--- src/rtl/gpt_pkg.sv ---
/*
 constants for the 32-bit general-purpose timer: register map, control
 field layout, codes, count-format limits and reset values.
 assumes nothing of its surroundings.
*/
`default_nettype none
package gpt_pkg;
    // register byte addresses
    localparam logic [31:0] GPT_ADDR_RELOAD  = 32'hffff0320;
    localparam logic [31:0] GPT_ADDR_COUNT   = 32'hffff0324;
    localparam logic [31:0] GPT_ADDR_CONTROL = 32'hffff0328;
    localparam logic [31:0] GPT_ADDR_CLEAR   = 32'hffff032c;
    localparam logic [31:0] GPT_ADDR_CAPTURE = 32'hffff0330;
    localparam logic [31:0] GPT_ADDR_STATUS  = 32'hffff0334;
    localparam logic [31:0] GPT_ADDR_MASK    = 32'hffff0338;

    // control fields
    localparam int GPT_CTL_PRESC_LO  = 0;
    localparam int GPT_CTL_PRESC_HI  = 3;
    localparam int GPT_CTL_FMT_LO    = 4;
    localparam int GPT_CTL_FMT_HI    = 5;
    localparam int GPT_CTL_PERIODIC  = 6;
    localparam int GPT_CTL_ENABLE    = 7;
    localparam int GPT_CTL_UP        = 8;
    localparam int GPT_CTL_CLK_LO    = 9;
    localparam int GPT_CTL_CLK_HI    = 11;
    localparam int GPT_CTL_EVT_LO    = 12;
    localparam int GPT_CTL_EVT_HI    = 16;
    localparam int GPT_CTL_CAP_EN    = 17;
    localparam int GPT_CTL_IRQ_SEL   = 18;
    localparam int GPT_CTL_POST_FLAG = 19;
    localparam int GPT_CTL_POST_WE   = 23;
    localparam int GPT_CTL_POST_LO   = 24;
    localparam int GPT_CTL_POST_HI   = 31;

    // clock source codes
    localparam logic [2:0] GPT_CLK_OSC32K = 3'h0;
    localparam logic [2:0] GPT_CLK_CORE   = 3'h1;
    localparam logic [2:0] GPT_CLK_PLL    = 3'h2;
    localparam logic [2:0] GPT_CLK_PIN    = 3'h3;

    // prescaler codes and their terminal counts
    localparam logic [3:0]  GPT_PRESC_1      = 4'h0;
    localparam logic [3:0]  GPT_PRESC_16     = 4'h4;
    localparam logic [3:0]  GPT_PRESC_256    = 4'h8;
    localparam logic [3:0]  GPT_PRESC_32768  = 4'hf;
    localparam logic [14:0] GPT_PTOP_1       = 15'h0000;
    localparam logic [14:0] GPT_PTOP_16      = 15'h000f;
    localparam logic [14:0] GPT_PTOP_256     = 15'h00ff;
    localparam logic [14:0] GPT_PTOP_32768   = 15'h7fff;

    // count formats
    localparam logic [1:0] GPT_FMT_BINARY = 2'h0;
    localparam logic [1:0] GPT_FMT_HMS24  = 2'h2;
    localparam logic [1:0] GPT_FMT_HMS256 = 2'h3;

    // time-format field limits
    localparam logic [7:0] GPT_HUND_MAX   = 8'h63;
    localparam logic [7:0] GPT_SEXA_MAX   = 8'h3b;
    localparam logic [7:0] GPT_HOUR24_MAX = 8'h17;
    localparam logic [7:0] GPT_HOUR_FULL  = 8'hff;

    // interrupt status bits
    localparam int GPT_IRQ_W       = 2;
    localparam int GPT_IRQ_TIMEOUT = 0;
    localparam int GPT_IRQ_CAPTURE = 1;

    localparam int GPT_NUM_SRC = 17;

    // reset values
    localparam logic [31:0] GPT_RST_WORD = 32'h0000_0000;
    localparam logic [31:0] GPT_ALL_ONES = 32'hffff_ffff;
endpackage
`default_nettype wire

--- src/rtl/gpt_timer.sv ---
/*
 32-bit general-purpose up/down timer with prescaler, time formats,
 reload, event capture, postscaler and masked level interrupt.
 assumes a single-cycle register port with read data one cycle after the
 read strobe, and clock-source inputs that are synchronous to ref_clk.
*/
//
// Behaviour
// - control bit 8 set counts up, clear counts down, down after reset.
// - control bits 11:9 pick the 32 kHz oscillator, core clock, pll clock or pin.
// - control bits 3:0 divide the chosen source by 1, 16, 256 or 32768.
// - control bits 5:4 choose binary, 24-hour time format or 256-hour time format.
// - the counter moves only while control bit 7 is set, clear after reset.
// - control bit 6 set gives periodic mode, clear gives free-running mode.
// - the counter reloads from the reload value on overflow in periodic mode and at once on a clear write.
// - a write to the clear register drops the pending timer interrupt, except when a timeout sets it in the same cycle.
// - with bit 17 set a rising selected event copies the count into capture.
// - control bits 16:12 pick which of event sources 0 to 16 triggers capture.
// - bits 31:24 hold the postscaler, written only when bit 23 of the write is set.
// - bit 19 flags a postscaler match and bit 18 makes the interrupt wait for it.
// - oscillator and pin sources keep counting during low-power mode.
// - count and capture registers are read-only, the count read is live.
`default_nettype none
module gpt_timer
    import gpt_pkg::*;
#(
    parameter int NUM_SRC = GPT_NUM_SRC
) (
    input  wire logic               ref_clk,
    input  wire logic               nrst,
    input  wire logic [31:0]        bus_addr,
    input  wire logic [31:0]        bus_wdata,
    input  wire logic               bus_wr,
    input  wire logic               bus_rd,
    output var  logic [31:0]        bus_rdata,
    input  wire logic               osc_32k_clk,
    input  wire logic               undivided_pll_clock,
    input  wire logic               external_clock_pin,
    input  wire logic               low_power,
    input  wire logic [NUM_SRC-1:0] irq_sources,
    output var  logic               irq
);

    logic [31:0]        reload_value;
    logic [31:0]        count_value;
    logic [31:0]        captured_value;
    logic [3:0]         presc_code;
    logic [1:0]         fmt_code;
    logic               periodic;
    logic               enable;
    logic               count_up;
    logic [2:0]         clk_sel;
    logic [4:0]         evt_sel;
    logic               cap_en;
    logic               irq_sel;
    logic               post_flag;
    logic [7:0]         postscale;
    logic [7:0]         post_cnt;
    logic [14:0]        presc_cnt;
    logic [GPT_IRQ_W-1:0] irq_status;
    logic [GPT_IRQ_W-1:0] irq_mask;
    logic               osc_prev;
    logic               pll_prev;
    logic               pin_prev;
    logic [NUM_SRC-1:0] src_prev;

    logic               wr_reload;
    logic               wr_control;
    logic               wr_clear;
    logic               wr_status;
    logic               wr_mask;
    logic               src_tick;
    logic               cnt_tick;
    logic [14:0]        presc_top;
    logic               terminal;
    logic [31:0]        next_count;
    logic [31:0]        wrap_value;
    logic               post_match;
    logic               timeout_evt;
    logic               capture_evt;
    logic [31:0]        next_rdata;
    logic [7:0]         hour_max;
    logic               hms_mode;

    // one step of the time format, carries and borrows between fields
    function automatic logic [31:0] hms_step(input logic [31:0] v,
                                             input logic        up,
                                             input logic [7:0]  hmax);
        logic [7:0] h;
        logic [7:0] m;
        logic [7:0] s;
        logic [7:0] c;
        h = v[31:24];
        m = v[23:16];
        s = v[15:8];
        c = v[7:0];
        if (up) begin
            if (c < GPT_HUND_MAX) begin
                c = c + 8'h01;
            end else begin
                c = 8'h00;
                if (s < GPT_SEXA_MAX) begin
                    s = s + 8'h01;
                end else begin
                    s = 8'h00;
                    if (m < GPT_SEXA_MAX) begin
                        m = m + 8'h01;
                    end else begin
                        m = 8'h00;
                        h = (h < hmax) ? h + 8'h01 : 8'h00;
                    end
                end
            end
        end else begin
            if (c != 8'h00) begin
                c = c - 8'h01;
            end else begin
                c = GPT_HUND_MAX;
                if (s != 8'h00) begin
                    s = s - 8'h01;
                end else begin
                    s = GPT_SEXA_MAX;
                    if (m != 8'h00) begin
                        m = m - 8'h01;
                    end else begin
                        m = GPT_SEXA_MAX;
                        h = (h != 8'h00) ? h - 8'h01 : hmax;
                    end
                end
            end
        end
        return {h, m, s, c};
    endfunction

    // register decode
    always_comb begin
        wr_reload  = 1'b0;
        wr_control = 1'b0;
        wr_clear   = 1'b0;
        wr_status  = 1'b0;
        wr_mask    = 1'b0;
        if (bus_wr) begin
            if (bus_addr == GPT_ADDR_RELOAD) begin
                wr_reload = 1'b1;
            end else if (bus_addr == GPT_ADDR_CONTROL) begin
                wr_control = 1'b1;
            end else if (bus_addr == GPT_ADDR_CLEAR) begin
                wr_clear = 1'b1;
            end else if (bus_addr == GPT_ADDR_STATUS) begin
                wr_status = 1'b1;
            end else if (bus_addr == GPT_ADDR_MASK) begin
                wr_mask = 1'b1;
            end
        end
    end

    // source edge detection, core and pll stop in low power
    always_comb begin
        case (clk_sel)
            GPT_CLK_OSC32K: src_tick = osc_32k_clk & ~osc_prev;
            GPT_CLK_CORE:   src_tick = ~low_power;
            GPT_CLK_PLL:    src_tick = undivided_pll_clock & ~pll_prev & ~low_power;
            GPT_CLK_PIN:    src_tick = external_clock_pin & ~pin_prev;
            default:        src_tick = 1'b0;
        endcase
    end

    always_ff @(posedge ref_clk or negedge nrst) begin
        if (!nrst) begin
            osc_prev <= 1'b0;
            pll_prev <= 1'b0;
            pin_prev <= 1'b0;
            src_prev <= '0;
        end else begin
            osc_prev <= osc_32k_clk;
            pll_prev <= undivided_pll_clock;
            pin_prev <= external_clock_pin;
            src_prev <= irq_sources;
        end
    end

    // prescaler; undefined codes divide by one
    always_comb begin
        case (presc_code)
            GPT_PRESC_16:    presc_top = GPT_PTOP_16;
            GPT_PRESC_256:   presc_top = GPT_PTOP_256;
            GPT_PRESC_32768: presc_top = GPT_PTOP_32768;
            default:         presc_top = GPT_PTOP_1;
        endcase
    end

    assign cnt_tick = enable & src_tick & (presc_cnt >= presc_top);

    always_ff @(posedge ref_clk or negedge nrst) begin
        if (!nrst) begin
            presc_cnt <= 15'h0000;
        end else if (!enable || wr_clear) begin
            presc_cnt <= 15'h0000;
        end else if (src_tick) begin
            presc_cnt <= (presc_cnt >= presc_top) ? 15'h0000 : presc_cnt + 15'h0001;
        end
    end

    // count step, terminal detection and wrap value
    assign hms_mode = (fmt_code == GPT_FMT_HMS24) || (fmt_code == GPT_FMT_HMS256);
    assign hour_max = (fmt_code == GPT_FMT_HMS24) ? GPT_HOUR24_MAX : GPT_HOUR_FULL;

    always_comb begin
        if (hms_mode) begin
            if (count_up) begin
                terminal   = (count_value[31:24] >= hour_max) &&
                             (count_value[23:16] >= GPT_SEXA_MAX) &&
                             (count_value[15:8] >= GPT_SEXA_MAX) &&
                             (count_value[7:0] >= GPT_HUND_MAX);
                wrap_value = GPT_RST_WORD;
            end else begin
                terminal   = (count_value == GPT_RST_WORD);
                wrap_value = {hour_max, GPT_SEXA_MAX, GPT_SEXA_MAX, GPT_HUND_MAX};
            end
            next_count = hms_step(count_value, count_up, hour_max);
        end else begin
            if (count_up) begin
                terminal   = (count_value == GPT_ALL_ONES);
                wrap_value = GPT_RST_WORD;
                next_count = count_value + 32'h0000_0001;
            end else begin
                terminal   = (count_value == GPT_RST_WORD);
                wrap_value = GPT_ALL_ONES;
                next_count = count_value - 32'h0000_0001;
            end
        end
    end

    // clear write reloads at once; free-running wraps instead of reloading
    always_ff @(posedge ref_clk or negedge nrst) begin
        if (!nrst) begin
            count_value <= GPT_RST_WORD;
        end else if (wr_clear) begin
            count_value <= reload_value;
        end else if (cnt_tick) begin
            if (terminal) begin
                count_value <= periodic ? reload_value : wrap_value;
            end else begin
                count_value <= next_count;
            end
        end
    end

    // postscaler counts terminal events
    assign post_match  = cnt_tick & terminal & (post_cnt == postscale);
    assign timeout_evt = cnt_tick & terminal & (~irq_sel | post_match);

    always_ff @(posedge ref_clk or negedge nrst) begin
        if (!nrst) begin
            post_cnt <= 8'h00;
        end else if (wr_clear) begin
            post_cnt <= 8'h00;
        end else if (cnt_tick && terminal) begin
            post_cnt <= post_match ? 8'h00 : post_cnt + 8'h01;
        end
    end

    always_ff @(posedge ref_clk or negedge nrst) begin
        if (!nrst) begin
            post_flag <= 1'b0;
        end else if (post_match) begin
            post_flag <= 1'b1;
        end else if (wr_clear) begin
            post_flag <= 1'b0;
        end
    end

    // capture on rising edge of the selected event source
    assign capture_evt = cap_en && (evt_sel < NUM_SRC) &&
                         irq_sources[evt_sel] && !src_prev[evt_sel];

    always_ff @(posedge ref_clk or negedge nrst) begin
        if (!nrst) begin
            captured_value <= GPT_RST_WORD;
        end else if (capture_evt) begin
            captured_value <= count_value;
        end
    end

    // software registers
    always_ff @(posedge ref_clk or negedge nrst) begin
        if (!nrst) begin
            reload_value <= GPT_RST_WORD;
        end else if (wr_reload) begin
            reload_value <= bus_wdata;
        end
    end

    always_ff @(posedge ref_clk or negedge nrst) begin
        if (!nrst) begin
            presc_code <= GPT_PRESC_1;
            fmt_code   <= GPT_FMT_BINARY;
            periodic   <= 1'b0;
            enable     <= 1'b0;
            count_up   <= 1'b0;
            clk_sel    <= GPT_CLK_OSC32K;
            evt_sel    <= 5'h00;
            cap_en     <= 1'b0;
            irq_sel    <= 1'b0;
        end else if (wr_control) begin
            presc_code <= bus_wdata[GPT_CTL_PRESC_HI:GPT_CTL_PRESC_LO];
            fmt_code   <= bus_wdata[GPT_CTL_FMT_HI:GPT_CTL_FMT_LO];
            periodic   <= bus_wdata[GPT_CTL_PERIODIC];
            enable     <= bus_wdata[GPT_CTL_ENABLE];
            count_up   <= bus_wdata[GPT_CTL_UP];
            clk_sel    <= bus_wdata[GPT_CTL_CLK_HI:GPT_CTL_CLK_LO];
            evt_sel    <= bus_wdata[GPT_CTL_EVT_HI:GPT_CTL_EVT_LO];
            cap_en     <= bus_wdata[GPT_CTL_CAP_EN];
            irq_sel    <= bus_wdata[GPT_CTL_IRQ_SEL];
        end
    end

    always_ff @(posedge ref_clk or negedge nrst) begin
        if (!nrst) begin
            postscale <= 8'h00;
        end else if (wr_control && bus_wdata[GPT_CTL_POST_WE]) begin
            postscale <= bus_wdata[GPT_CTL_POST_HI:GPT_CTL_POST_LO];
        end
    end

    always_ff @(posedge ref_clk or negedge nrst) begin
        if (!nrst) begin
            irq_mask <= '0;
        end else if (wr_mask) begin
            irq_mask <= bus_wdata[GPT_IRQ_W-1:0];
        end
    end

    // sticky status: a set in the clearing cycle survives
    always_ff @(posedge ref_clk or negedge nrst) begin
        if (!nrst) begin
            irq_status <= '0;
        end else begin
            irq_status[GPT_IRQ_TIMEOUT] <= timeout_evt |
                (irq_status[GPT_IRQ_TIMEOUT] & ~wr_clear &
                 ~(wr_status & bus_wdata[GPT_IRQ_TIMEOUT]));
            irq_status[GPT_IRQ_CAPTURE] <= capture_evt |
                (irq_status[GPT_IRQ_CAPTURE] &
                 ~(wr_status & bus_wdata[GPT_IRQ_CAPTURE]));
        end
    end

    // registered output, one cycle behind the status bits
    always_ff @(posedge ref_clk or negedge nrst) begin
        if (!nrst) begin
            irq <= 1'b0;
        end else begin
            irq <= |(irq_status & irq_mask);
        end
    end

    // read mux; write-only and unmapped addresses read zero
    always_comb begin
        next_rdata = GPT_RST_WORD;
        if (bus_addr == GPT_ADDR_RELOAD) begin
            next_rdata = reload_value;
        end else if (bus_addr == GPT_ADDR_COUNT) begin
            next_rdata = count_value;
        end else if (bus_addr == GPT_ADDR_CONTROL) begin
            next_rdata = {postscale, 4'h0, post_flag, irq_sel, cap_en, evt_sel,
                          clk_sel, count_up, enable, periodic, fmt_code, presc_code};
        end else if (bus_addr == GPT_ADDR_CAPTURE) begin
            next_rdata = captured_value;
        end else if (bus_addr == GPT_ADDR_STATUS) begin
            next_rdata[GPT_IRQ_W-1:0] = irq_status;
        end else if (bus_addr == GPT_ADDR_MASK) begin
            next_rdata[GPT_IRQ_W-1:0] = irq_mask;
        end
    end

    // data stand only in the cycle after the strobe
    always_ff @(posedge ref_clk or negedge nrst) begin
        if (!nrst) begin
            bus_rdata <= GPT_RST_WORD;
        end else if (bus_rd) begin
            bus_rdata <= next_rdata;
        end else begin
            bus_rdata <= GPT_RST_WORD;
        end
    end

endmodule
`default_nettype wire

--- config.mk ---
export PLATFORM = sky130hd
export DESIGN_NAME = gpt_timer
export DESIGN_NICKNAME = d
export VERILOG_FILES = /design/src/rtl/gpt_pkg.sv /design/src/rtl/gpt_timer.sv
export SDC_FILE = /design/constraint.sdc
export NUM_CORES = 1
export LEC_CHECK = 0
export ABC_AREA = 1
export BUFFER_PORTS_ARGS = -buffer_cell sky130_fd_sc_hd__buf_2
export CAP_MARGIN = 25
export CORE_MARGIN = 3
export CORE_UTILIZATION = 35
export CTS_BUF_LIST = sky130_fd_sc_hd__clkbuf_4
export DETAILED_ROUTE_END_ITERATION = 10
export PLACE_DENSITY = 0.55
export SETUP_SLACK_MARGIN = 0.5
export SYNTH_ARGS = -nofsm -noshare
export SYNTH_HDL_FRONTEND = slang
export SYNTH_SLANG_ARGS = --single-unit
--- constraint.sdc ---
create_clock -name ref_clk -period 3.95 [get_ports ref_clk]
set_input_delay 0.395 -clock ref_clk [delete_from_list [all_inputs] [get_ports ref_clk]]
set_output_delay 0.395 -clock ref_clk [all_outputs]
set_load 0.03 [all_outputs]
Word-level counts from Yosys, hierarchy flattened
Cells that the tools add are included.
- order comparisons: 11
- add/subtract/negate cells: 12
- reductions and logical operators: 26
- bitwise logic cells: 26
- multiplexer cells: 79
- equality and inequality tests: 23
- operators with widths (cell ; count):
    2-to-1 mux 32 bit ; 13
    == test 32 bit, second input constant ; 8
    2-to-1 mux 8 bit ; 28
    2-to-1 mux 15 bit ; 3
    case mux 15 bit (3 select lines) ; 1
    adder 8 x 1 -> 8 bit, second input constant ; 5
    adder 32 x 1 -> 32 bit, second input constant ; 1
    logical NOT 32 bit ; 1
    nonzero test 8 bit ; 4
    subtractor 32 x 1 -> 32 bit, second input constant ; 1
    subtractor 8 x 1 -> 8 bit, second input constant ; 4
    2-to-1 mux 30 bit ; 1
    != test 5 bit, second input constant ; 6
    2-to-1 mux 1 bit ; 27
    greater-or-equal comparator 8 x 6 -> 1 bit, second input constant ; 2
    < comparator 8 x 6 -> 1 bit, second input constant ; 2
    adder 15 x 1 -> 15 bit, second input constant ; 1
    greater-or-equal comparator 15 bit ; 1
    bitwise AND 1 bit ; 14
    binary-select mux 1 bit (select 5 bit) ; 2
    == test 4 bit, second input constant ; 2
    == test 8 bit ; 1
    greater-or-equal comparator 8 x 7 -> 1 bit, second input constant ; 1
    greater-or-equal comparator 8 bit ; 1
    other kinds (22) ; 47
- register bits: 204
- input bits: 89
- logic and storage cells: 204
- output and inout port bits: 33

Logic depth before layout (Yosys ltp)
Gate-level depths: netlist of run 1.
- depth after elaboration: 13
- mapped depth: 22
- mapped depth without buffers: 22

Worst setup path after synthesis of run 1
Ideal clock, no wire load.
- kind: register -> register
- from: register count_up
- to: register count_value[29]
- slack: 0.806 ns
- data required time: 3.834 ns
- cell stages (with the launch flop): 19
- buffers on the path: 2
- arrival: 3.027 ns
- path through: dfrtp_1 clkbuf_1 inv_1 clkbuf_1 ha_1 nand2_1 nand3_1 nand2_1 nand2_1 nand2_1 nand2_1 nand2_1 nand3_1 nand3_1 nand2_1 nand2_1 nand2_1 nand2_1 nand2_1
- longest elaborated chain between the ends: 6
- elaborated cells between the ends (all ways): 20
- classes of those cells: eq/ne (6); mux (13); reduce/logical (1)
- ends and longest elaborated chain (element ; RTL line ; text):
    start, declared ; gpt_timer.sv:51 ; logic count_up;
    start signal, assigned ; gpt_timer.sv:310 ; count_up <= bus_wdata[GPT_CTL_UP];
    2-to-1 mux 32 bit, on equally long branches ; gpt_timer.sv:222, gpt_timer.sv:210 ;
    2-to-1 mux 32 bit ; gpt_timer.sv:209 ; if (hms_mode) begin
    2-to-1 mux 32 bit ; gpt_timer.sv:242 ; count_value <= periodic ? reload_value : wrap_value;
    2-to-1 mux 32 bit ; gpt_timer.sv:241 ; if (terminal) begin
    2-to-1 mux 32 bit ; gpt_timer.sv:240 ; end else if (cnt_tick) begin
    2-to-1 mux 32 bit ; gpt_timer.sv:238 ; end else if (wr_clear) begin
    end signal, assigned ; gpt_timer.sv:239 ; count_value <= reload_value;
    end signal, assigned ; gpt_timer.sv:242 ;
    end signal, assigned ; gpt_timer.sv:244 ; count_value <= next_count;
    end, declared ; gpt_timer.sv:45 ; logic [31:0] count_value;
Several ways; a longest one is shown, not always the timed one. The select of a mux whose other input is x is not followed.
A chain may end at the register's enable or synchronous reset.

Worst setup path after layout of run 1
- from: register presc_code[2]
- to: register count_value[21]
- longest elaborated chain between the ends: 6
- elaborated cells between the ends (all ways): 8
- classes of those cells: order compare (1); eq/ne (3); mux (1); bitwise (1); reduce/logical (2)
- ends and longest elaborated chain (element ; RTL line ; text):
    start, declared ; gpt_timer.sv:47 ; logic [3:0] presc_code;
    start signal, assigned ; gpt_timer.sv:306 ; presc_code <= bus_wdata[GPT_CTL_PRESC_HI:GPT_CTL_PRESC_LO];
    == test 4 bit or == test 4 x 3 -> 1 bit (tied branches) ; gpt_timer.sv:184 ; case (presc_code)
    case mux 15 bit (3 select lines) (*) ; gpt_timer.sv:184 ;
    greater-or-equal comparator 15 bit (*) ; gpt_timer.sv:192 ; assign cnt_tick = enable & src_tick & (presc_cnt >= presc_top);
    bitwise AND 1 bit (*) ; gpt_timer.sv:192 ;
    nonzero test 2 bit (no line) (*) ; - ;
    AND reduction 5 bit (no line) (*) ; - ;
Every way passes the cells marked *; elsewhere a longest branch is shown, timed or not.

==> flow_metrics.tcl, run 1 <==
set metrics [dict create \
    maxCapViolCount 0 \
    finish.utilization 0.414 \
    syn_inst 2346 \
    yosys.area.top_type "dfrtp_1" \
    powerDensity_nw_per_um2 239 \
    tightest_slew_ns 0.822 \
    routed-via-count 15836 \
    r2r_cells 21 \
    cts.clk_slew.worst_paths_ns 0.07 \
    numCtsBuffers 56 \
    drtAntennaViolNets 0 \
    hpwl_um 39000 \
    fmax_ghz 0.330 \
    crit_type "flip-flop to flip-flop" \
    area_growth_pct 15.9 \
    setup_viol 0 \
    outcome "completed" \
    min_period_over_period 0.767 \
    min_period_ns 3.03 \
    via_per_inst 5.06 \
    clockBufferDepth 3 \
    yosysWarnings 0 \
    grt_max_degree 93 \
    reg2reg_slack_ns 0.92 \
    grt_overflow 0 \
    die_area_um2 45800 \
    whs_ns 0.107 \
    whs_path_depth 4 \
    die_x_um 214 \
    synth_top_area_frac 0.337 \
    post-cts-setup-buffers 0 \
    start_util 0.358 \
    most-common-layout-cells "nand2_1 (776), inv_1 (320), o21ai_0 (210)" \
    boundaryPins 122 \
    yosys-top-cells-area "dfrtp_1 (34%), nand2_1 (19%), inv_1 (8.0%), o21ai_0 (6.9%), nand3_1 (6.2%)" \
    ys_seq_area_frac 0.337 \
    cp-start-kind "flip-flop" \
    drcViolationCount 0 \
    leakagePower_nw 9.52 \
    end_kind "flip-flop" \
    ys_types 47 \
    ir_worst_vdd_v 0.000180 \
    cp.arrival_ns 3.68 \
    fin_worst_skew_ns 0.0389 \
    fin_nets 2661 \
    cp.required_ns 4.60 \
    synth_area_per_cell_um2 6.45 \
    portBuffers 121 \
    drive_gt1_frac 0.105 \
    maxSlewViolCount 0 \
    cts-root-buf "clkbuf_4" \
    clock_latency_ns 0.78 \
    globalRouteTotalUtil 0.222 \
    finalSetupTns_ns 0 \
    crit_fanout 11 \
    final_common_cell "nand2_1" \
    h-tree-depth 2 \
    slew_headroom 0.448 \
    antenna_found_initial 1 \
    gp_congestion 0.930 \
    synth_area_um2 15100 \
    grt_pass1_vias 15042 \
    first_iter_violations 1288 \
    core_area_um2 42300 \
    rows 75 \
    wire_per_inst_um 16.5 \
    ys_ff_latch 204 \
    drt-total-wl_um 51800 \
    hp-class "primary input to flip-flop" \
    syn_nets 2492 \
    hold_viol_final 0 \
    nFillCells 4567 \
    drt_first_pass_iters 5 \
    grt_pass1_wl_um 82500 \
    rsz0062_at_grt "no" \
    die_height_um 214 \
    cts_sinks 204 \
    cts_tree "built" \
]
-- stage by stage --
step                instance area, um2  setup slack (ns)  cells  total power, mW
floorplan                        15100             0.806   2346             2.18
global placement                 16300             0.857   2981             2.29
detailed placement               16300             0.719   2981             2.29
CTS                              17500             0.722   3131             4.25
global route                     17500             0.553   3132             4.38
finish                           17500             0.918   3132             4.19
-- cells by family (layout without fill, tap and decap cells) --
logic type               Yosys count  in the layout  synth area share
AO/OA/AOI/OAI                    372            372             0.133
other                              0              1                 0
adder cells (fa/ha/maj)           57             57            0.0476
buffers and inverters            409            617             0.106
XOR/XNOR                          44             44            0.0255
AND/OR/NAND/NOR                 1255           1255             0.347
multiplexers                       5              5           0.00372
flip-flops                       204            204             0.337
-- worst max-delay path: stages (launching register included) --
cell and delay [ns]:
dfrtp_1 0.42, inv_1 0.08, nor3_1 0.21, inv_2 0.12, nand2_1 0.14, inv_1 0.11, ha_1 0.32, nand2_1 0.08
nor2_1 0.11, nand2_1 0.06, nand2_1 0.06, nand2_1 0.04, nand3_1 0.13, nand2_1 0.15, nand2_4 0.16, nand2_1 0.07
inv_1 0.09, nand2_4 0.09, inv_2 0.18, nand2_2 0.16, nand2_1 0.09, nand2_1 0.05
-- worst paths after layout --
check	from	end
min reg2reg	captured_value[6]$_DFFE_PN0P_	captured_value[6]$_DFFE_PN0P_
min	bus_wr	irq_status[1]$_DFF_PN0_
max	presc_code[2]$_DFFE_PN0P_	count_value[21]$_DFFE_PN0P_
min in group asynchronous	nrst	src_prev[6]$_DFF_PN0_
max in group asynchronous	nrst	count_value[12]$_DFFE_PN0P_
max reg2reg	presc_code[2]$_DFFE_PN0P_	count_value[21]$_DFFE_PN0P_
-- layer usage --
metal  GRT usage  share of wire
met5           0              0
met4      0.0661          0.025
met3      0.0323          0.054
met2       0.368           0.46
met1       0.300           0.46
-- area by class of cell --
type | instances | area [um2] | share of cell area
Antenna cell | 1 | 2.50 | 0.000143
Tap cell | 577 | 722 | 0.0412
Clock inverter | 15 | 71.3 | 0.00407
Multi-Input combinational cell | 1733 | 8460 | 0.482
Clock buffer | 82 | 616 | 0.0351
Timing Repair Buffer | 195 | 1340 | 0.0765
Inverter | 325 | 1220 | 0.0696
Sequential cell | 204 | 5100 | 0.291
-- where the power goes --
part / switching, mW / leakage [nW] / internal [mW]
logic: 0.105 / 6.34 / 0.0819
clock network: 0.948 / 0.408 / 0.950
registers: 0.00245 / 2.77 / 2.10
total: 1.05 / 9.52 / 3.13
-- registers in the layout (all words and copies together), names as in the netlist, 4 cells and up --
| signal | flops |
|---|---|
| evt_sel | 5 |
| presc_cnt | 15 |
| reload_value | 32 |
| presc_code | 4 |
| captured_value | 32 |
| src_prev | 17 |
| postscale | 8 |
| bus_rdata | 32 |
| count_value | 32 |
| post_cnt | 8 |
-- repair_timing --
action	in CTS	in global routing
endpoints found under the setup margin	0	30
gates resized for setup	0	5
hold endpoints to repair	171	0
hold buffers	53	0
-- Yosys cell counts, drive strengths merged --
cell / count
o21bai: 6
nor4: 7
mux2: 5
nand2: 785
clkbuf: 48
nand4: 34
inv: 324
fa: 1
clkinv: 1
nand3b: 15
o221ai: 1
xnor2: 6
o211ai: 37
and2: 4
ha: 56
nor2: 195
a21oi: 89
nor3: 17
a31oi: 3
a211oi: 1
o22ai: 9
a22oi: 1
o2111ai: 4
or2: 9
xor2: 38
and3: 1
o21ai: 218
o21a: 1
nand3: 188
buf: 36
a21o: 2
dfrtp: 204
Power figures use the tool's default switching activity.
==> run 2: changes to the inputs <==
- ABC_AREA: 1 -> 0
- PLACE_DENSITY: 0.55 -> 0.58
- clock period: 3.95 -> 2.5 ns (I/O delays scaled with it)
==> run 2 against run 1 <==
The run now ends with negative setup slack left. Clock power grew 55%. Total power grew 58%. Final area grew 13%. Wire length grew 0.89%. Flip-flop and latch count is the same. First-iteration DRC count shrank 19%. Clock-buffer cell count shrank 5. Synthesized cell count shrank 38%. Critical path depth shrank 8. Non-clock buffer count grew 333.
==> flow_metrics.tcl, run 2 <==
set metrics [dict create \
    outcome "finished, violations left" \
    violations "negative setup slack" \
    yosys-top-cells-area "dfrtp_1 (39%), mux2_2 (7.2%), ha_1 (5.3%), o21ai_0 (4.6%), nand2_1 (3.7%)" \
    antenna_found_initial 1 \
    most-common-layout-cells "buf_4 (287), dfrtp_1 (198), buf_2 (118)" \
    cp_slowest_cell "dfrtp_2" \
    grt_pass1_vias 14378 \
    met1_usage 0.318 \
    cts.clk_slew.worst_paths_ns 0.08 \
    rows 70 \
    yosysWarnings 0 \
    ys_types 72 \
    synth_edf_count 0 \
    via_per_inst 5.64 \
    busiest_layer "met2" \
    drt_first_pass_iters 6 \
    syn_inst 1456 \
    synth_top_area_frac 0.387 \
    drt-total-wl_um 52200 \
    crit_fanout 12 \
    crit_type "flip-flop to flip-flop" \
    min_period_over_period 1.22 \
    wire_per_inst_um 21.0 \
    grt_max_degree 70 \
    clock_latency_ns 0.75 \
    hpwl_um 35700 \
    globalRouteTotalUtil 0.249 \
    ys_ff_latch 204 \
    nFillCells 3278 \
    die_area_um2 40100 \
    cts_tree "built" \
    fin_total_pwr_mw 6.60 \
    drcViolationCount 0 \
    cp.arrival_ns 3.67 \
    yosys.cell_count.top_type "dfrtp_1" \
    powerDensity_nw_per_um2 333 \
    synthArstFlopShare 1.00 \
    yosys.area.top_type "dfrtp_1" \
    cp_slowest_stage_delay_ns 0.45 \
    dpl.cell_count 2293 \
    use_met2 0.417 \
    stdcell_count 2489 \
    rsz0062_at_grt "yes" \
    die_height_um 200 \
    slew_headroom 0.514 \
    ir_worst_vdd_v 0.000290 \
    ys_seq_area_frac 0.387 \
    grtUsageMet3 0.0564 \
    tightest_slew_ns 0.729 \
    drtAntennaViolNets 0 \
    fin_nets 2096 \
    start_util 0.358 \
    gp_congestion 0.953 \
    min_period_ns 3.05 \
    fin_worst_skew_ns 0.0703 \
    cp_cell_sequence "clkinv_4 > buf_8 > buf_4 > ha_1 > a21oi_1 > o21ai_2 > nand2b_1 > a21oi_2 > or2_2 > a311oi_2 > buf_4 > a221oi_1 > mux2_2" \
    grt_overflow 0 \
    dpl_worst_slack_ns -0.709 \
    cp-start-kind "flip-flop" \
    synthTopCellsByCount "dfrtp_1 (204), nand2_1 (129), o21ai_0 (122)" \
    fmax_ghz 0.327 \
    path_common_cell "buf_4" \
    synth_area_um2 13200 \
    setup_slack_ns -0.554 \
    drive_gt1_frac 0.420 \
    first_iter_violations 1044 \
    cts_sinks 204 \
    hp-class "primary input to asynchronous set/reset pin" \
    syn_nets 1602 \
    end_kind "flip-flop" \
    hold_viol_final 0 \
    maxSlewViolCount 0 \
    die_x_um 200 \
    maxCapViolCount 0 \
    boundaryPins 122 \
    final_common_cell "buf_4" \
    cts-root-buf "clkbuf_4" \
    core_area_um2 36900 \
    synth_area_per_cell_um2 9.06 \
    cp.required_ns 3.11 \
    portBuffers 121 \
    grt_pass1_wl_um 80300 \
    clockBufferDepth 3 \
    numCtsBuffers 55 \
    h-tree-depth 2 \
    setup_viol 71 \
    routed-via-count 14035 \
    leakagePower_nw 9.25 \
    synth_ff_type "dfrtp_1" \
    area_growth_pct 50.3 \
]
-- run 2: critical path, delay by kind of cell, from the launching register on --
kind                     cells  cell delay (ns)
AO/OA/AOI/OAI                5             0.75
flip-flops                   1             0.45
buffers and inverters        4             0.69
AND/OR/NAND/NOR              2             0.48
multiplexers                 1             0.28
adder cells (fa/ha/maj)      1             0.26
-- run 2: path summary, 6_finish.rpt --
check | startpoint | endpoint | slack, ns | depth (start not counted)
max | count_up$_DFFE_PN0P_ | count_value[29]$_DFFE_PN0P_ | -0.55 | 13
min | nrst | presc_cnt[4]$_DFFE_PN0P_ | 0.12 | 2
max reg2reg | count_up$_DFFE_PN0P_ | count_value[29]$_DFFE_PN0P_ | -0.55 | 13
min reg2reg | post_flag$_DFFE_PN0P_ | post_flag$_DFFE_PN0P_ | 0.49 | 2
max in group asynchronous | nrst | irq_mask[0]$_DFFE_PN0P_ | 1.68 | 3
min in group ref_clk | bus_rd | bus_rdata[12]$_DFF_PN0_ | 0.14 | 2
-- run 2: layer usage --
layer	part of all wire	wire, um
met3	0.068	3580
met4	0.029	1540
met1	0.43	22300
met2	0.48	24800
met5	0	0
-- run 2: layout make-up --
cell class                      instances  area [um2]  share of cell area
Multi-Input combinational cell       1126        8980               0.453
Sequential cell                       204        5110               0.258
Timing Repair Buffer                  528        4290               0.217
Tap cell                              504         631              0.0318
Clock buffer                           77         578              0.0292
Inverter                               34         133             0.00669
Clock inverter                         14        86.3             0.00436
Timing Repair inverter                  1        6.26            0.000316
Antenna cell                            1        2.50            0.000126
-- run 2: logic make-up (layout without fill, tap and decap cells) --
group / count (synthesis) / after routing / share of synthesized area
AO/OA/AOI/OAI: 464 / 464 / 0.229
AND/OR/NAND/NOR: 449 / 449 / 0.170
XOR/XNOR: 58 / 58 / 0.0385
multiplexers: 98 / 98 / 0.0833
other: 0 / 1 / 0
buffers and inverters: 126 / 654 / 0.0372
flip-flops: 204 / 204 / 0.387
adder cells (fa/ha/maj): 57 / 57 / 0.0546
-- run 2: repair_timing --
item | CTS | global route
gates cloned | 7 | 1
endpoints found under the setup margin | 118 | 124
hold endpoints to repair | 226 | 0
pin swaps | 37 | 51
setup buffers | 23 | 17
hold buffers | 56 | 0
resized for setup | 155 | 142
-- run 2: per-stage QoR --
step | util | instance area [um2] | TNS (ns) | hold slack (ns)
finish | 0.537 | 19800 | -23.33 | 0.122
global placement | 0.455 | 16800 | -37.30 | 0.265
global route | 0.537 | 19800 | -32.43 | 0.107
CTS | 0.513 | 18900 | -19.95 | 0.0963
floorplan | - | 13600 | -21.43 | -0.0456
detailed placement | 0.455 | 16800 | -39.94 | 0.265
-- run 2: where the power goes --
| part | switching (mW) | internal [mW] | leakage (nW) |
|---|---|---|---|
| clock | 1.44 | 1.51 | 0.399 |
| combinational | 0.161 | 0.156 | 6.10 |
| sequential | 0.00919 | 3.32 | 2.75 |
